### config.mk
export PLATFORM = sky130hd
export DESIGN_NAME = etcu_top
export DESIGN_NICKNAME = d
export VERILOG_FILES = /design/src/inc/etcu_pkg.sv /design/src/design/etcu_top.sv /design/src/design/etcu_tick.sv /design/src/design/etcu_evsel.sv
export SDC_FILE = /design/constraint.sdc
export NUM_CORES = 1
export LEC_CHECK = 0
export ABC_AREA = 0
export BUFFER_PORTS_ARGS = -buffer_cell sky130_fd_sc_hd__buf_4
export CORE_MARGIN = 8
export CORE_UTILIZATION = 65
export CTS_CLUSTER_DIAMETER = 80
export CTS_CLUSTER_SIZE = 12
export DETAILED_ROUTE_END_ITERATION = 12
export PLACE_DENSITY = 0.85
export SYNTH_ARGS = -nofsm -noshare
export SYNTH_HDL_FRONTEND = slang
export SYNTH_SLANG_ARGS = --single-unit
### constraint.sdc
create_clock -name CLOCK -period 4.9 [get_ports CLOCK]
set_clock_uncertainty 0.1 [all_clocks]
set_input_delay 0.98 -clock CLOCK [delete_from_list [all_inputs] [get_ports CLOCK]]
set_output_delay 0.98 -clock CLOCK [all_outputs]
set_load 0.01 [all_outputs]
### src/inc/etcu_pkg.sv
package etcu_pkg;
    // Register byte offsets
    localparam logic [7:0] OFS_TMR_CTRL = 8'h00;
    localparam logic [7:0] OFS_TMR_DELAY = 8'h04;
    localparam logic [7:0] OFS_TMR_LENGTH = 8'h08;
    localparam logic [7:0] OFS_TMR_COUNT = 8'h0C;
    localparam logic [7:0] OFS_TMR_STATE = 8'h10;
    localparam logic [7:0] OFS_CNT_CTRL = 8'h14;
    localparam logic [7:0] OFS_CNT_TERM = 8'h18;
    localparam logic [7:0] OFS_CNT_COUNT = 8'h1C;
    localparam logic [7:0] OFS_CMD = 8'h20;
    // Timer control fields
    localparam int TC_EN_BIT = 0;
    localparam int TC_EDGE_LSB = 4;
    localparam int TC_SRC_LSB = 8;
    // Counter control fields
    localparam int CC_EN_BIT = 0;
    localparam int CC_START_LSB = 4;
    localparam int CC_CLR_LSB = 8;
    // Command bits
    localparam int CMD_TMR_CLR_BIT = 0;
    localparam int CMD_CNT_CLR_BIT = 1;
    // Timing
    localparam int CLOCK_MHZ = 125;
    localparam int TICK_US = 1;
    localparam int TICK_CYCLES = TICK_US * CLOCK_MHZ;
    // Reset values
    localparam logic [31:0] RST_ZERO = 32'h0000_0000;
    // Trigger sources
    localparam logic [3:0] SRC_OFF = 4'h0;
    localparam logic [3:0] SRC_EXPO_BEGIN = 4'h1;
    localparam logic [3:0] SRC_EXPO_FINISH = 4'h2;
    localparam logic [3:0] SRC_READ_BEGIN = 4'h3;
    localparam logic [3:0] SRC_READ_FINISH = 4'h4;
    localparam logic [3:0] SRC_IMAGE_BEGIN = 4'h5;
    localparam logic [3:0] SRC_ACC_TRIG = 4'h6;
    localparam logic [3:0] SRC_GROUP_FINISH = 4'h7;
    localparam logic [3:0] SRC_IO_ONE = 4'h8;
    localparam logic [3:0] SRC_IO_TWO = 4'h9;
    localparam logic [3:0] SRC_LINK = 4'hA;
    localparam logic [3:0] SRC_TMR_DONE = 4'hB;
    localparam logic [3:0] SRC_CNT_DONE = 4'hC;
    // Edge choices
    localparam logic [1:0] EDGE_RISE = 2'h0;
    localparam logic [1:0] EDGE_FALL = 2'h1;
    localparam logic [1:0] EDGE_ANY = 2'h2;
    // Timer state readback codes
    localparam logic [1:0] RB_QUIET = 2'h0;
    localparam logic [1:0] RB_ARMED = 2'h1;
    localparam logic [1:0] RB_RUNNING = 2'h2;
    localparam logic [1:0] RB_DONE = 2'h3;
    typedef enum logic [4:0] {
        TMR_QUIET = 5'b00001,
        TMR_ARMED = 5'b00010,
        TMR_DELAY = 5'b00100,
        TMR_RUNNING = 5'b01000,
        TMR_DONE = 5'b10000
    } etcu_tmr_t;
endpackage

### src/design/etcu_top.sv
// Our own choices: the placing of the registers and the APB slave port.
`timescale 1ns/1ps
module etcu_top #(
    parameter int TICK_CYCLES = etcu_pkg::TICK_CYCLES
) (
    // Clock and reset
    input wire logic CLOCK,
    input wire logic ARST_N,
    // APB slave
    input wire logic PSEL,
    input wire logic PENABLE,
    input wire logic PWRITE,
    input wire logic [7:0] PADDR,
    input wire logic [31:0] PWDATA,
    output logic [31:0] PRDATA,
    output logic PREADY,
    output logic PSLVERR,
    // Camera events, one-cycle pulses
    input wire logic EXPO_BEGIN_EVENT,
    input wire logic EXPO_FINISH_EVENT,
    input wire logic SENSOR_READ_BEGIN_EVENT,
    input wire logic SENSOR_READ_FINISH_EVENT,
    input wire logic IMAGE_BEGIN_EVENT,
    input wire logic ACCEPTED_IMAGE_TRIGGER,
    input wire logic IMAGE_GROUP_FINISH_EVENT,
    // Input line levels
    input wire logic IO_INPUT_ONE,
    input wire logic IO_INPUT_TWO,
    input wire logic LINK_TRIGGER_INPUT,
    // Outputs
    output logic TMR_PULSE,
    output logic TMR_DONE_EVENT,
    output logic CNT_DONE_EVENT
);
    localparam logic [31:0] ONE = 32'h0000_0001;

    initial begin
        if (TICK_CYCLES < 2 || TICK_CYCLES > 65535) begin
            $error("etcu_top: bad TICK_CYCLES");
        end
    end

    // APB decode
    wire acc = PSEL & PENABLE;
    wire wr = acc & PWRITE;
    wire a_tctl = (PADDR == etcu_pkg::OFS_TMR_CTRL);
    wire a_tdly = (PADDR == etcu_pkg::OFS_TMR_DELAY);
    wire a_tlen = (PADDR == etcu_pkg::OFS_TMR_LENGTH);
    wire a_tcnt = (PADDR == etcu_pkg::OFS_TMR_COUNT);
    wire a_tst = (PADDR == etcu_pkg::OFS_TMR_STATE);
    wire a_cctl = (PADDR == etcu_pkg::OFS_CNT_CTRL);
    wire a_cterm = (PADDR == etcu_pkg::OFS_CNT_TERM);
    wire a_ccnt = (PADDR == etcu_pkg::OFS_CNT_COUNT);
    wire a_cmd = (PADDR == etcu_pkg::OFS_CMD);
    wire mapped = a_tctl | a_tdly | a_tlen | a_tcnt | a_tst | a_cctl |
                  a_cterm | a_ccnt | a_cmd;

    // Settings
    logic [11:0] tctl_r;
    logic [31:0] tdly_r;
    logic [31:0] tlen_r;
    logic [11:0] cctl_r;
    logic [31:0] cterm_r;
    always_ff @(posedge CLOCK or negedge ARST_N) begin
        if (!ARST_N) begin
            tctl_r <= 12'h000;
            tdly_r <= etcu_pkg::RST_ZERO;
            tlen_r <= etcu_pkg::RST_ZERO;
            cctl_r <= 12'h000;
            cterm_r <= etcu_pkg::RST_ZERO;
        end else begin
            if (wr && a_tctl) tctl_r <= PWDATA[11:0];
            if (wr && a_tdly) tdly_r <= PWDATA;
            if (wr && a_tlen) tlen_r <= PWDATA;
            if (wr && a_cctl) cctl_r <= PWDATA[11:0];
            if (wr && a_cterm) cterm_r <= PWDATA;
        end
    end
    wire tmr_enable_select = tctl_r[etcu_pkg::TC_EN_BIT];
    wire [1:0] tmr_edge_select = tctl_r[etcu_pkg::TC_EDGE_LSB +: 2];
    wire [3:0] tmr_trigger_select = tctl_r[etcu_pkg::TC_SRC_LSB +: 4];
    wire cnt_enable = cctl_r[etcu_pkg::CC_EN_BIT];
    wire [3:0] cnt_trigger_select = cctl_r[etcu_pkg::CC_START_LSB +: 4];
    wire [3:0] cnt_clear_select = cctl_r[etcu_pkg::CC_CLR_LSB +: 4];

    // Command strobes, self-clearing by nature of the write pulse
    wire tmr_clear_cmd = wr & a_cmd & PWDATA[etcu_pkg::CMD_TMR_CLR_BIT];
    wire cnt_clear_cmd = wr & a_cmd & PWDATA[etcu_pkg::CMD_CNT_CLR_BIT];
    wire tmr_load = wr & a_tcnt;

    // Microsecond tick
    logic us_tick;
    etcu_tick #(.CYCLES(TICK_CYCLES)) u_tick (
        .clk(CLOCK),
        .arst_n(ARST_N),
        .tick(us_tick)
    );

    // Event sources
    logic tmr_done_r;
    logic cnt_done_r;
    wire [12:0] evt = {cnt_done_r, tmr_done_r, LINK_TRIGGER_INPUT,
                       IO_INPUT_TWO, IO_INPUT_ONE, IMAGE_GROUP_FINISH_EVENT,
                       ACCEPTED_IMAGE_TRIGGER, IMAGE_BEGIN_EVENT,
                       SENSOR_READ_FINISH_EVENT, SENSOR_READ_BEGIN_EVENT,
                       EXPO_FINISH_EVENT, EXPO_BEGIN_EVENT, 1'b0};
    logic tmr_hit;
    logic cnt_clr_hit;
    // Counter clear source shares the timer's edge choice to save a register field
    etcu_evsel u_tsel (
        .clk(CLOCK),
        .arst_n(ARST_N),
        .src(tmr_trigger_select),
        .edge_sel(tmr_edge_select),
        .evt(evt),
        .hit(tmr_hit)
    );
    etcu_evsel u_csel (
        .clk(CLOCK),
        .arst_n(ARST_N),
        .src(cnt_clear_select),
        .edge_sel(tmr_edge_select),
        .evt(evt),
        .hit(cnt_clr_hit)
    );

    // Timer
    etcu_pkg::etcu_tmr_t tst_r, tst_nxt;
    logic [31:0] tcnt_r, tcnt_nxt;
    logic [31:0] dly_r, dly_nxt;
    wire src_off = (tmr_trigger_select == etcu_pkg::SRC_OFF);
    wire len_hit = (tcnt_r == tlen_r);
    logic tdone_nxt;
    always_comb begin
        tst_nxt = tst_r;
        tcnt_nxt = tcnt_r;
        dly_nxt = dly_r;
        tdone_nxt = 1'b0;
        case (tst_r)
            etcu_pkg::TMR_QUIET: begin
                if (tmr_enable_select) tst_nxt = etcu_pkg::TMR_ARMED;
            end
            etcu_pkg::TMR_ARMED, etcu_pkg::TMR_DONE: begin
                if (tmr_hit) begin
                    tst_nxt = etcu_pkg::TMR_DELAY;
                    dly_nxt = etcu_pkg::RST_ZERO;
                    // A rerun starts from zero; an armed timer keeps its load
                    if (tst_r == etcu_pkg::TMR_DONE) begin
                        tcnt_nxt = etcu_pkg::RST_ZERO;
                    end
                end
            end
            etcu_pkg::TMR_DELAY: begin
                if (dly_r == tdly_r) tst_nxt = etcu_pkg::TMR_RUNNING;
                else if (us_tick) dly_nxt = dly_r + ONE;
            end
            etcu_pkg::TMR_RUNNING: begin
                if (len_hit) begin
                    tst_nxt = etcu_pkg::TMR_DONE;
                    tdone_nxt = 1'b1;
                end else if (us_tick) tcnt_nxt = tcnt_r + ONE;
            end
            default: tst_nxt = etcu_pkg::TMR_QUIET;
        endcase
        if (!tmr_enable_select && tst_r != etcu_pkg::TMR_QUIET) begin
            // Leaving a run clears it; a count loaded while off is kept
            tcnt_nxt = etcu_pkg::RST_ZERO;
        end
        if (tmr_load) tcnt_nxt = PWDATA;
        if (tmr_clear_cmd && tmr_enable_select) begin
            tcnt_nxt = etcu_pkg::RST_ZERO;
            if (src_off) begin
                tst_nxt = etcu_pkg::TMR_RUNNING;
            end
        end
        if (!tmr_enable_select) tst_nxt = etcu_pkg::TMR_QUIET;
    end
    always_ff @(posedge CLOCK or negedge ARST_N) begin
        if (!ARST_N) begin
            tst_r <= etcu_pkg::TMR_QUIET;
            tcnt_r <= etcu_pkg::RST_ZERO;
            dly_r <= etcu_pkg::RST_ZERO;
            tmr_done_r <= 1'b0;
        end else begin
            tst_r <= tst_nxt;
            tcnt_r <= tcnt_nxt;
            dly_r <= dly_nxt;
            tmr_done_r <= tdone_nxt;
        end
    end
    wire [1:0] tmr_state_readback =
        (tst_r == etcu_pkg::TMR_DONE) ? etcu_pkg::RB_DONE :
        (tst_r == etcu_pkg::TMR_RUNNING) ? etcu_pkg::RB_RUNNING :
        (tst_r == etcu_pkg::TMR_QUIET) ? etcu_pkg::RB_QUIET :
        etcu_pkg::RB_ARMED;

    // Counter: counts microsecond ticks while running
    logic crun_r, crun_nxt;
    logic [31:0] ccnt_r, ccnt_nxt;
    logic cdone_nxt;
    wire self_mode = (cnt_trigger_select == etcu_pkg::SRC_CNT_DONE);
    wire cmd_mode = (cnt_trigger_select == etcu_pkg::SRC_OFF);
    wire c_term = crun_r && (ccnt_r == cterm_r);
    // Counter end as its own clear source stops it at once, not a cycle late
    wire end_clears = cmd_mode && c_term &&
                      (cnt_clear_select == etcu_pkg::SRC_CNT_DONE);
    always_comb begin
        crun_nxt = crun_r;
        ccnt_nxt = ccnt_r;
        cdone_nxt = 1'b0;
        if (crun_r && us_tick) ccnt_nxt = ccnt_r + ONE;
        if (c_term) begin
            cdone_nxt = 1'b1;
            if (self_mode) ccnt_nxt = etcu_pkg::RST_ZERO;
        end
        if (cmd_mode && cnt_clr_hit) begin
            ccnt_nxt = etcu_pkg::RST_ZERO;
            crun_nxt = 1'b0;
        end
        if (end_clears) begin
            ccnt_nxt = etcu_pkg::RST_ZERO;
            crun_nxt = 1'b0;
        end
        if (self_mode && !crun_r) crun_nxt = 1'b1;
        if (cnt_clear_cmd) begin
            ccnt_nxt = etcu_pkg::RST_ZERO;
            if (cmd_mode || self_mode) crun_nxt = 1'b1;
        end
        if (!cnt_enable || !(cmd_mode || self_mode)) begin
            crun_nxt = 1'b0;
        end
    end
    always_ff @(posedge CLOCK or negedge ARST_N) begin
        if (!ARST_N) begin
            crun_r <= 1'b0;
            ccnt_r <= etcu_pkg::RST_ZERO;
            cnt_done_r <= 1'b0;
        end else begin
            crun_r <= crun_nxt;
            ccnt_r <= ccnt_nxt;
            cnt_done_r <= cdone_nxt;
        end
    end

    // Read mux
    logic [31:0] rdata;
    always_comb begin
        if (a_tctl) begin
            rdata = {20'h00000, tctl_r};
        end else if (a_tdly) begin
            rdata = tdly_r;
        end else if (a_tlen) begin
            rdata = tlen_r;
        end else if (a_tcnt) begin
            rdata = tcnt_r;
        end else if (a_tst) begin
            rdata = {30'h0, tmr_state_readback};
        end else if (a_cctl) begin
            rdata = {20'h00000, cctl_r};
        end else if (a_cterm) begin
            rdata = cterm_r;
        end else if (a_ccnt) begin
            rdata = ccnt_r;
        end else begin
            rdata = 32'h0000_0000;
        end
    end
    // Captured in the setup cycle, so data stands through the access phase
    logic [31:0] prdata_r;
    always_ff @(posedge CLOCK or negedge ARST_N) begin
        if (!ARST_N) prdata_r <= 32'h0000_0000;
        else if (PSEL && !PENABLE && !PWRITE) prdata_r <= rdata;
    end
    assign PRDATA = prdata_r;
    // Every register answers at once: no wait states
    assign PREADY = 1'b1;
    assign PSLVERR = acc & ~mapped;
    assign TMR_PULSE = (tst_r == etcu_pkg::TMR_RUNNING);
    assign TMR_DONE_EVENT = tmr_done_r;
    assign CNT_DONE_EVENT = cnt_done_r;
endmodule // etcu_top

### src/design/etcu_tick.sv
`timescale 1ns/1ps
module etcu_tick #(
    parameter int CYCLES = etcu_pkg::TICK_CYCLES
) (
    // Clock and reset
    input wire logic clk,
    input wire logic arst_n,
    // Tick out
    output logic tick
);
    initial begin
        if (CYCLES < 2 || CYCLES > 65535) $error("etcu_tick: bad CYCLES");
    end
    localparam logic [15:0] LAST = 16'(CYCLES - 1);
    logic [15:0] pre_r;
    wire wrap = (pre_r == LAST);
    always_ff @(posedge clk or negedge arst_n) begin
        if (!arst_n) pre_r <= 16'h0000;
        else pre_r <= wrap ? 16'h0000 : pre_r + 16'h0001;
    end
    assign tick = wrap;
endmodule // etcu_tick

### src/design/etcu_evsel.sv
`timescale 1ns/1ps
module etcu_evsel (
    // Clock and reset
    input wire logic clk,
    input wire logic arst_n,
    // Selection
    input wire logic [3:0] src,
    input wire logic [1:0] edge_sel,
    // Sources
    input wire logic [12:0] evt,
    // Selected edge or event pulse
    output logic hit
);
    logic [2:0] lvl_r;
    wire [2:0] lvl = evt[10:8];
    always_ff @(posedge clk or negedge arst_n) begin
        if (!arst_n) lvl_r <= 3'h0;
        else lvl_r <= lvl;
    end
    logic [2:0] edg;
    genvar g;
    generate
        for (g = 0; g < 3; g++) begin : g_edge
            wire rise = lvl[g] & ~lvl_r[g];
            wire fall = ~lvl[g] & lvl_r[g];
            assign edg[g] = (edge_sel == etcu_pkg::EDGE_RISE) ? rise :
                            (edge_sel == etcu_pkg::EDGE_FALL) ? fall :
                            (edge_sel == etcu_pkg::EDGE_ANY) ? (rise | fall) :
                            1'b0;
        end
    endgenerate
    wire is_line = (src >= etcu_pkg::SRC_IO_ONE) && (src <= etcu_pkg::SRC_LINK);
    wire [3:0] li = src - etcu_pkg::SRC_IO_ONE;
    assign hit = (src == etcu_pkg::SRC_OFF) ? 1'b0 :
                 is_line ? edg[li[1:0]] :
                 (src <= etcu_pkg::SRC_CNT_DONE) ? evt[src] :
                 1'b0;
endmodule // etcu_evsel

=== Yosys cells after proc, flatten, opt, wreduce, memory -nomap -nowiden ===
Cells that the tools add are included.

* Word-level logic and storage cells: 195
* Flip-flop bits (word level): 275
* Output and inout bits: 37
* Input port bits: 55

* Equality and inequality tests: 29
* Add/subtract/negate cells: 6
* $lt $le $gt $ge: 10
* Multiplexer cells: 69
* Bitwise gates (word level): 31
* Reductions and logical operators: 35

{| class="wikitable"
|+ Operators with widths
! operator !! number
|-
| $mux 32 || 24
|-
| $pmux 32 s2 || 2
|-
| $add 32x1->32 const B || 3
|-
| $eq 32x32->1 || 3
|-
| $eq 8x5->1 const B || 4
|-
| $mux 5 || 6
|-
| $mux 1 || 29
|-
| $pmux 5 s4 || 1
|-
| $logic_and 1x1->1 || 17
|-
| $add 16x1->16 const B || 1
|-
| $eq 16x7->1 const B || 1
|-
| $eq 8x4->1 const B || 2
|-
| $le 4x4->1 const B || 4
|-
| $mux 16 || 1
|-
| $and 1x1->1 || 13
|-
| $logic_not 4->1 || 3
|-
| $or 1x1->1 || 11
|-
| $lt 4x5->1 const B || 2
|-
| $ne 5x1->1 const B || 2
|-
| $ne 5x5->1 const B || 2
|-
| $bmux 1 s4 || 2
|-
| $eq 4x4->1 const B || 2
|-
| $eq 8x3->1 const B || 1
|-
| $eq 8x6->1 const B || 1
|-
| other kinds (25) || 43
|}

=== Longest topological paths before layout ===
* Depth after elaboration: 17
* Gate-level depth with buffers: 11

=== By module ===
Synthesis repeated with hierarchy kept, for this count alone.

* Cell total of the unflattened synthesis: 1625
* Area total of the unflattened synthesis: 15910.3 um2

{| class="wikitable"
|+ By module, submodules not included
! module !! instances !! area each (um2) !! sequential area each (um2) !! cells an instance
|-
| etcu_top || 1 || 14332.5 || 6407.4 || 1463
|-
| etcu_tick || 1 || 844.6 || 400.4 || 82
|-
| etcu_evsel || 2 || 366.6 || 75.1 || 40
|}

=== Worst setup path before layout ===
OpenSTA, ideal clock, no wires.

* Path kind: in2out
* Start point: input PADDR[1]
* End point: output PSLVERR
* Data required time: 3.820 ns
* Slack: 1.609 ns
* Path buffers: 2
* Data arrival time: 2.211 ns
* Cell stages on the path: 6
* Path through: nor4_1 clkbuf_1 nand3_1 nand2_1 clkbuf_1 nor4_1

* Word-level cells in the longest chain between the ends: 11
* Elaborated cells between the ends (all ways): 19
* Classes of those cells: eq/ne: 8; bitwise: 10; reduce/logical: 1

{| class="wikitable"
|+ Ends and longest elaborated chain
! item !! line !! RTL
|-
| start: declaration || etcu_top.sv:13 || <nowiki>input wire logic [7:0] PADDR,</nowiki>
|-
| $eq 8x3->1 or $logic_not 8->1 (tied branches) || etcu_top.sv:47, etcu_top.sv:46 ||
|-
| $or 1x1->1 (6 in a row) || etcu_top.sv:55 || <nowiki>wire mapped = a_tctl | a_tdly | a_tlen | a_tcnt | a_tst | a_cctl |</nowiki>
|-
| $or 1x1->1 || etcu_top.sv:56 || <nowiki>a_cterm | a_ccnt | a_cmd;</nowiki>
|-
| $or 1x1->1 (*) || etcu_top.sv:56 ||
|-
| $not 1->1 (*) || etcu_top.sv:277 || <nowiki>assign PSLVERR = acc & ~mapped;</nowiki>
|-
| $and 1x1->1 (*) || etcu_top.sv:277 ||
|-
| end: declaration || etcu_top.sv:17 || <nowiki>output logic PSLVERR,</nowiki>
|}

Every way passes the cells marked *; elsewhere a longest branch is shown, timed or not.

=== Worst setup path in the final report ===
* Start point: register tst_r[0]
* End point: register tcnt_r[27]

* Word-level cells in the longest chain between the ends: 6
* Elaborated cells between the ends (all ways): 16
* Classes of those cells: eq/ne: 8; mux: 4; reduce/logical: 4

{| class="wikitable"
|+ Ends and longest elaborated chain
! item !! line !! RTL
|-
| start: declaration || etcu_top.sv:128 || <nowiki>etcu_pkg::etcu_tmr_t tst_r, tst_nxt;</nowiki>
|-
| start signal: assignment || etcu_top.sv:180 || <nowiki>tst_r <= etcu_pkg::TMR_QUIET;</nowiki>
|-
| start signal: assignment || etcu_top.sv:185 || <nowiki>tst_r <= tst_nxt;</nowiki>
|-
| $eq 5x5->1 or $eq 5x2->1 (tied branches) || etcu_top.sv:139, etcu_top.sv:148 ||
|-
| $reduce_or 2->1 || etcu_top.sv:139 || <nowiki>case (tst_r)</nowiki>
|-
| $pmux 32 s2 || etcu_top.sv:139 ||
|-
| $mux 32 || etcu_top.sv:165 || <nowiki>if (!tmr_enable_select && tst_r != etcu_pkg::TMR_QUIET) begin</nowiki>
|-
| $mux 32 || etcu_top.sv:169 || <nowiki>if (tmr_load) tcnt_nxt = PWDATA;</nowiki>
|-
| $mux 32 || etcu_top.sv:170 || <nowiki>if (tmr_clear_cmd && tmr_enable_select) begin</nowiki>
|-
| end signal: assignment || etcu_top.sv:181 || <nowiki>tcnt_r <= etcu_pkg::RST_ZERO;</nowiki>
|-
| end signal: assignment || etcu_top.sv:186 || <nowiki>tcnt_r <= tcnt_nxt;</nowiki>
|-
| end: declaration || etcu_top.sv:129 || <nowiki>logic [31:0] tcnt_r, tcnt_nxt;</nowiki>
|}

Several ways; a longest one is shown, not always the timed one.
A chain may end at the register's enable or synchronous reset.

==> results.yml <==
sta:
  layout_setup_ws_ps: 1200
  final-max-slew-violation-count: 0
  clock.fmax_mhz: 270
  hold_violations: 0
  whs_ps: 394
  min_period_ps: 3700
  rsz0062_at_grt: "false"
  setup_viol: 0
  worstMarginPinSlew_ps: 1010
  fin_setup_tns_ps: 0
  fin_crit_sh: 0.755
  slew_headroom: 0.327
synth:
  ys_warn_count: 0
  synth_top_cell_by_area: "dfrtp_1"
  synth_area_um2: 15100
  syn-num-nets: 1580
  synth_flop_cell: "dfrtp_1"
  synth-seq-cells: 275
  synth_cell_type_count: 66
  synth-edff-count: 0
  syn-instance-count: 1514
  synth.area.top_cells: "dfrtp_1 (45%), mux2_2 (9.2%), xnor2_1 (6.1%)"
  syn_avg_cell_area_um2: 9.99
  async_flop_share: 1.00
  ys_seq_area_frac: 0.455
  synth_top_area_frac: 0.453
place:
  dp_slack_ps: 1170
  numPortBuffers: 90
  dpl.hpwl_um: 33800
  gp_congestion: 0.980
routing:
  wl_met2_um: 20900
  remaining_drc_errors: 0
  dr_wl_met3_um: 6220
  ant_nets: 0
  top_layer: "met5"
  wl_per_cell_um: 25.2
  drt_iter0_drc: 1525
  via_per_inst: 6.94
  detail_route.first_pass.iterations: 6
  vias: 13000
  m1WireLength_um: 17500
  drt_wl_total_um: 47300
global_route:
  grt_pass1_wl_um: 73400
  grt_pass1_vias: 12700
  grt_overflow: 0
  antenna_found_initial: 3
  grt_start_max_net_pins: 133
  grt_usage: 0.330
worst_setup_path:
  critPathLaunchType: "register"
  end_kind: "register"
  crit_required_ps: 5300
  worstSetupPathType: "register to register"
  crit_fanout: 17
  r2r_start: "tst_r[0]$_DFF_PN1_"
  crit_start: "tst_r[0]$_DFF_PN1_"
  arrival_ps: 4100
  r2r_cells: 7
min_path:
  min_delay_path_depth: 1
  hold_path_class: "register to register"
  holdCritStartpoint: "PRDATA[1]$_DFFE_PN0P_"
pwr:
  leakage_nw: 7.36
  ir_worst_vdd_mv: 0.264
  powerDensity_nw_per_um2: 337
  finalPower_w: 0.00563
clock_tree:
  cts.clk_slew.worst_paths_ps: 60
  cts_resized: 0
  clock_latency_ps: 560
  cts_buffers: 26
  holdBufCountCts: 0
  clock_sinks: 275
  cts_root_buf: "clkbuf_16"
  postCtsSetupBuffers: 0
  clock_path_buffers: 3
  htreeDepth: 1
  cts_tree: "yes"
floorplan:
  dieArea_um2: 28400
  io_pins: 92
  die_y_um: 169
  core_area_um2: 23200
  initial_utilization: 0.652
  num_rows: 56
  die_x_um: 169
final_layout:
  num-nets-final: 1616
  drive_above_1_share: 0.183
  synthToLayoutAreaGrowth_pct: 10.4
  fin_util: 0.720
  fill_cells: 1621
  diodes: 0
outcome:
  status: "finished clean"
run:
  drv_cap: 0
[Yosys cell counts (all sizes together), types with 25 or more instances]
master	instances
and3	39
nand4	39
o21ai	39
a211oi	25
a21oi	40
xor2	61
nor4	29
nor3	26
nand2	110
nand3	61
clkbuf	86
a22oi	29
dfrtp	274
mux2	124
nor2	128
xnor2	105
[power by group]
group	internal (W)	total (W)	switching, W
registers	0.00249	0.00295	0.000459
logic	0.000395	0.000862	0.000467
clock network	0.000966	0.00182	0.000858
total	0.00385	0.00563	0.00178
[registers in the layout, indices dropped and copies added (netlist names)]
signal / count
CNT_DONE_EVENT: 1
PRDATA: 32
TMR_DONE_EVENT: 1
ccnt_r: 32
cctl_r: 12
crun_r: 1
cterm_r: 32
dly_r: 32
tcnt_r: 32
tctl_r: 12
tdly_r: 32
tlen_r: 32
tst_r: 5
u_csel.lvl_r: 3
u_tick.pre_r: 16
[cells by family after synthesis]
logic type                 synth area share
other                              0.000248
muxes                                0.0976
DFF                                   0.455
AOI/OAI and AO/OA                     0.139
buffers and inverters                0.0325
adders and majority gates           0.00910
xor gates and xnor gates             0.0961
and+or+nand+nor                       0.171
[placed cells by master (no fill, tap or decap), types with 4 or more instances in the layout]
cell,netlist,layout
a211oi_1,25,25
a21oi_1,40,39
a221oi_1,24,24
a22o_1,19,19
a22oi_1,29,29
a31oi_1,18,18
and2_1,16,16
and3_1,39,39
and4_1,7,7
buf_4,1,115
clkbuf_1,86,10
clkbuf_16,0,26
dfrtp_1,274,274
ha_1,11,11
inv_1,19,19
mux2_2,124,124
mux2i_1,8,8
nand2_1,109,109
nand2b_1,7,7
nand3_1,61,61
nand3b_1,4,4
nand4_1,39,39
nor2_1,127,127
nor2b_1,5,5
nor3_1,26,26
nor4_1,29,29
o2111ai_1,4,4
o211ai_1,20,20
o21a_1,12,12
o21ai_0,37,37
o221ai_1,21,21
o22ai_1,4,4
o31a_1,8,8
o31ai_1,10,10
or2_2,7,7
or3_1,7,7
or4_1,17,17
xnor2_1,105,105
xor2_1,61,61
[area by class of cell]
cell class | instances | area (um2) | share of cell area
clock inverters | 1 | 16.3 | 0.000974
multi-input cells | 1112 | 7760 | 0.465
inverters | 19 | 71.3 | 0.00427
repair buffers | 116 | 878 | 0.0526
well taps | 319 | 399 | 0.0239
clock buffers | 36 | 688 | 0.0412
flip-flops and latches | 275 | 6880 | 0.412
[per-layer routing]
layer	GRT usage	up-vias
li1	-	5591
met1	0.434	6268
met2	0.509	947
met3	0.0790	221
met4	0.156	4
met5	0	-
[path summary, 6_finish.rpt]
path / slack [ps] / end
min in group asynchronous: 480 / u_tick.pre_r[6]$_DFF_PN0_
worst min-delay path: 390 / PRDATA[1]$_DFFE_PN0P_
max in group asynchronous: 3120 / ccnt_r[1]$_DFF_PN0_
worst max-delay path: 1200 / tcnt_r[27]$_DFFE_PN0P_
worst max register to register: 1200 / tcnt_r[27]$_DFFE_PN0P_
worst min register to register: 390 / PRDATA[1]$_DFFE_PN0P_
[worst max-delay path, cell delays in order, from the launching register on]
cell,delay [ps]
dfstp_2,570
nand2b_1,70
nor4_1,660
a2bb2oi_1,760
nand2_1,580
or4_1,650
a21oi_1,150
o21a_1,130
[metrics by stage]
| stage | instance area [um2] | instances |
|---|---|---|
| global placement | 16000 | 1841 |
| floorplan | 15100 | 1514 |
| CTS | 16700 | 1878 |
| detailed placement | 16000 | 1841 |
| finish | 16700 | 1878 |
| global route | 16700 | 1878 |
Note: power is estimated with default switching activity, not from simulation.
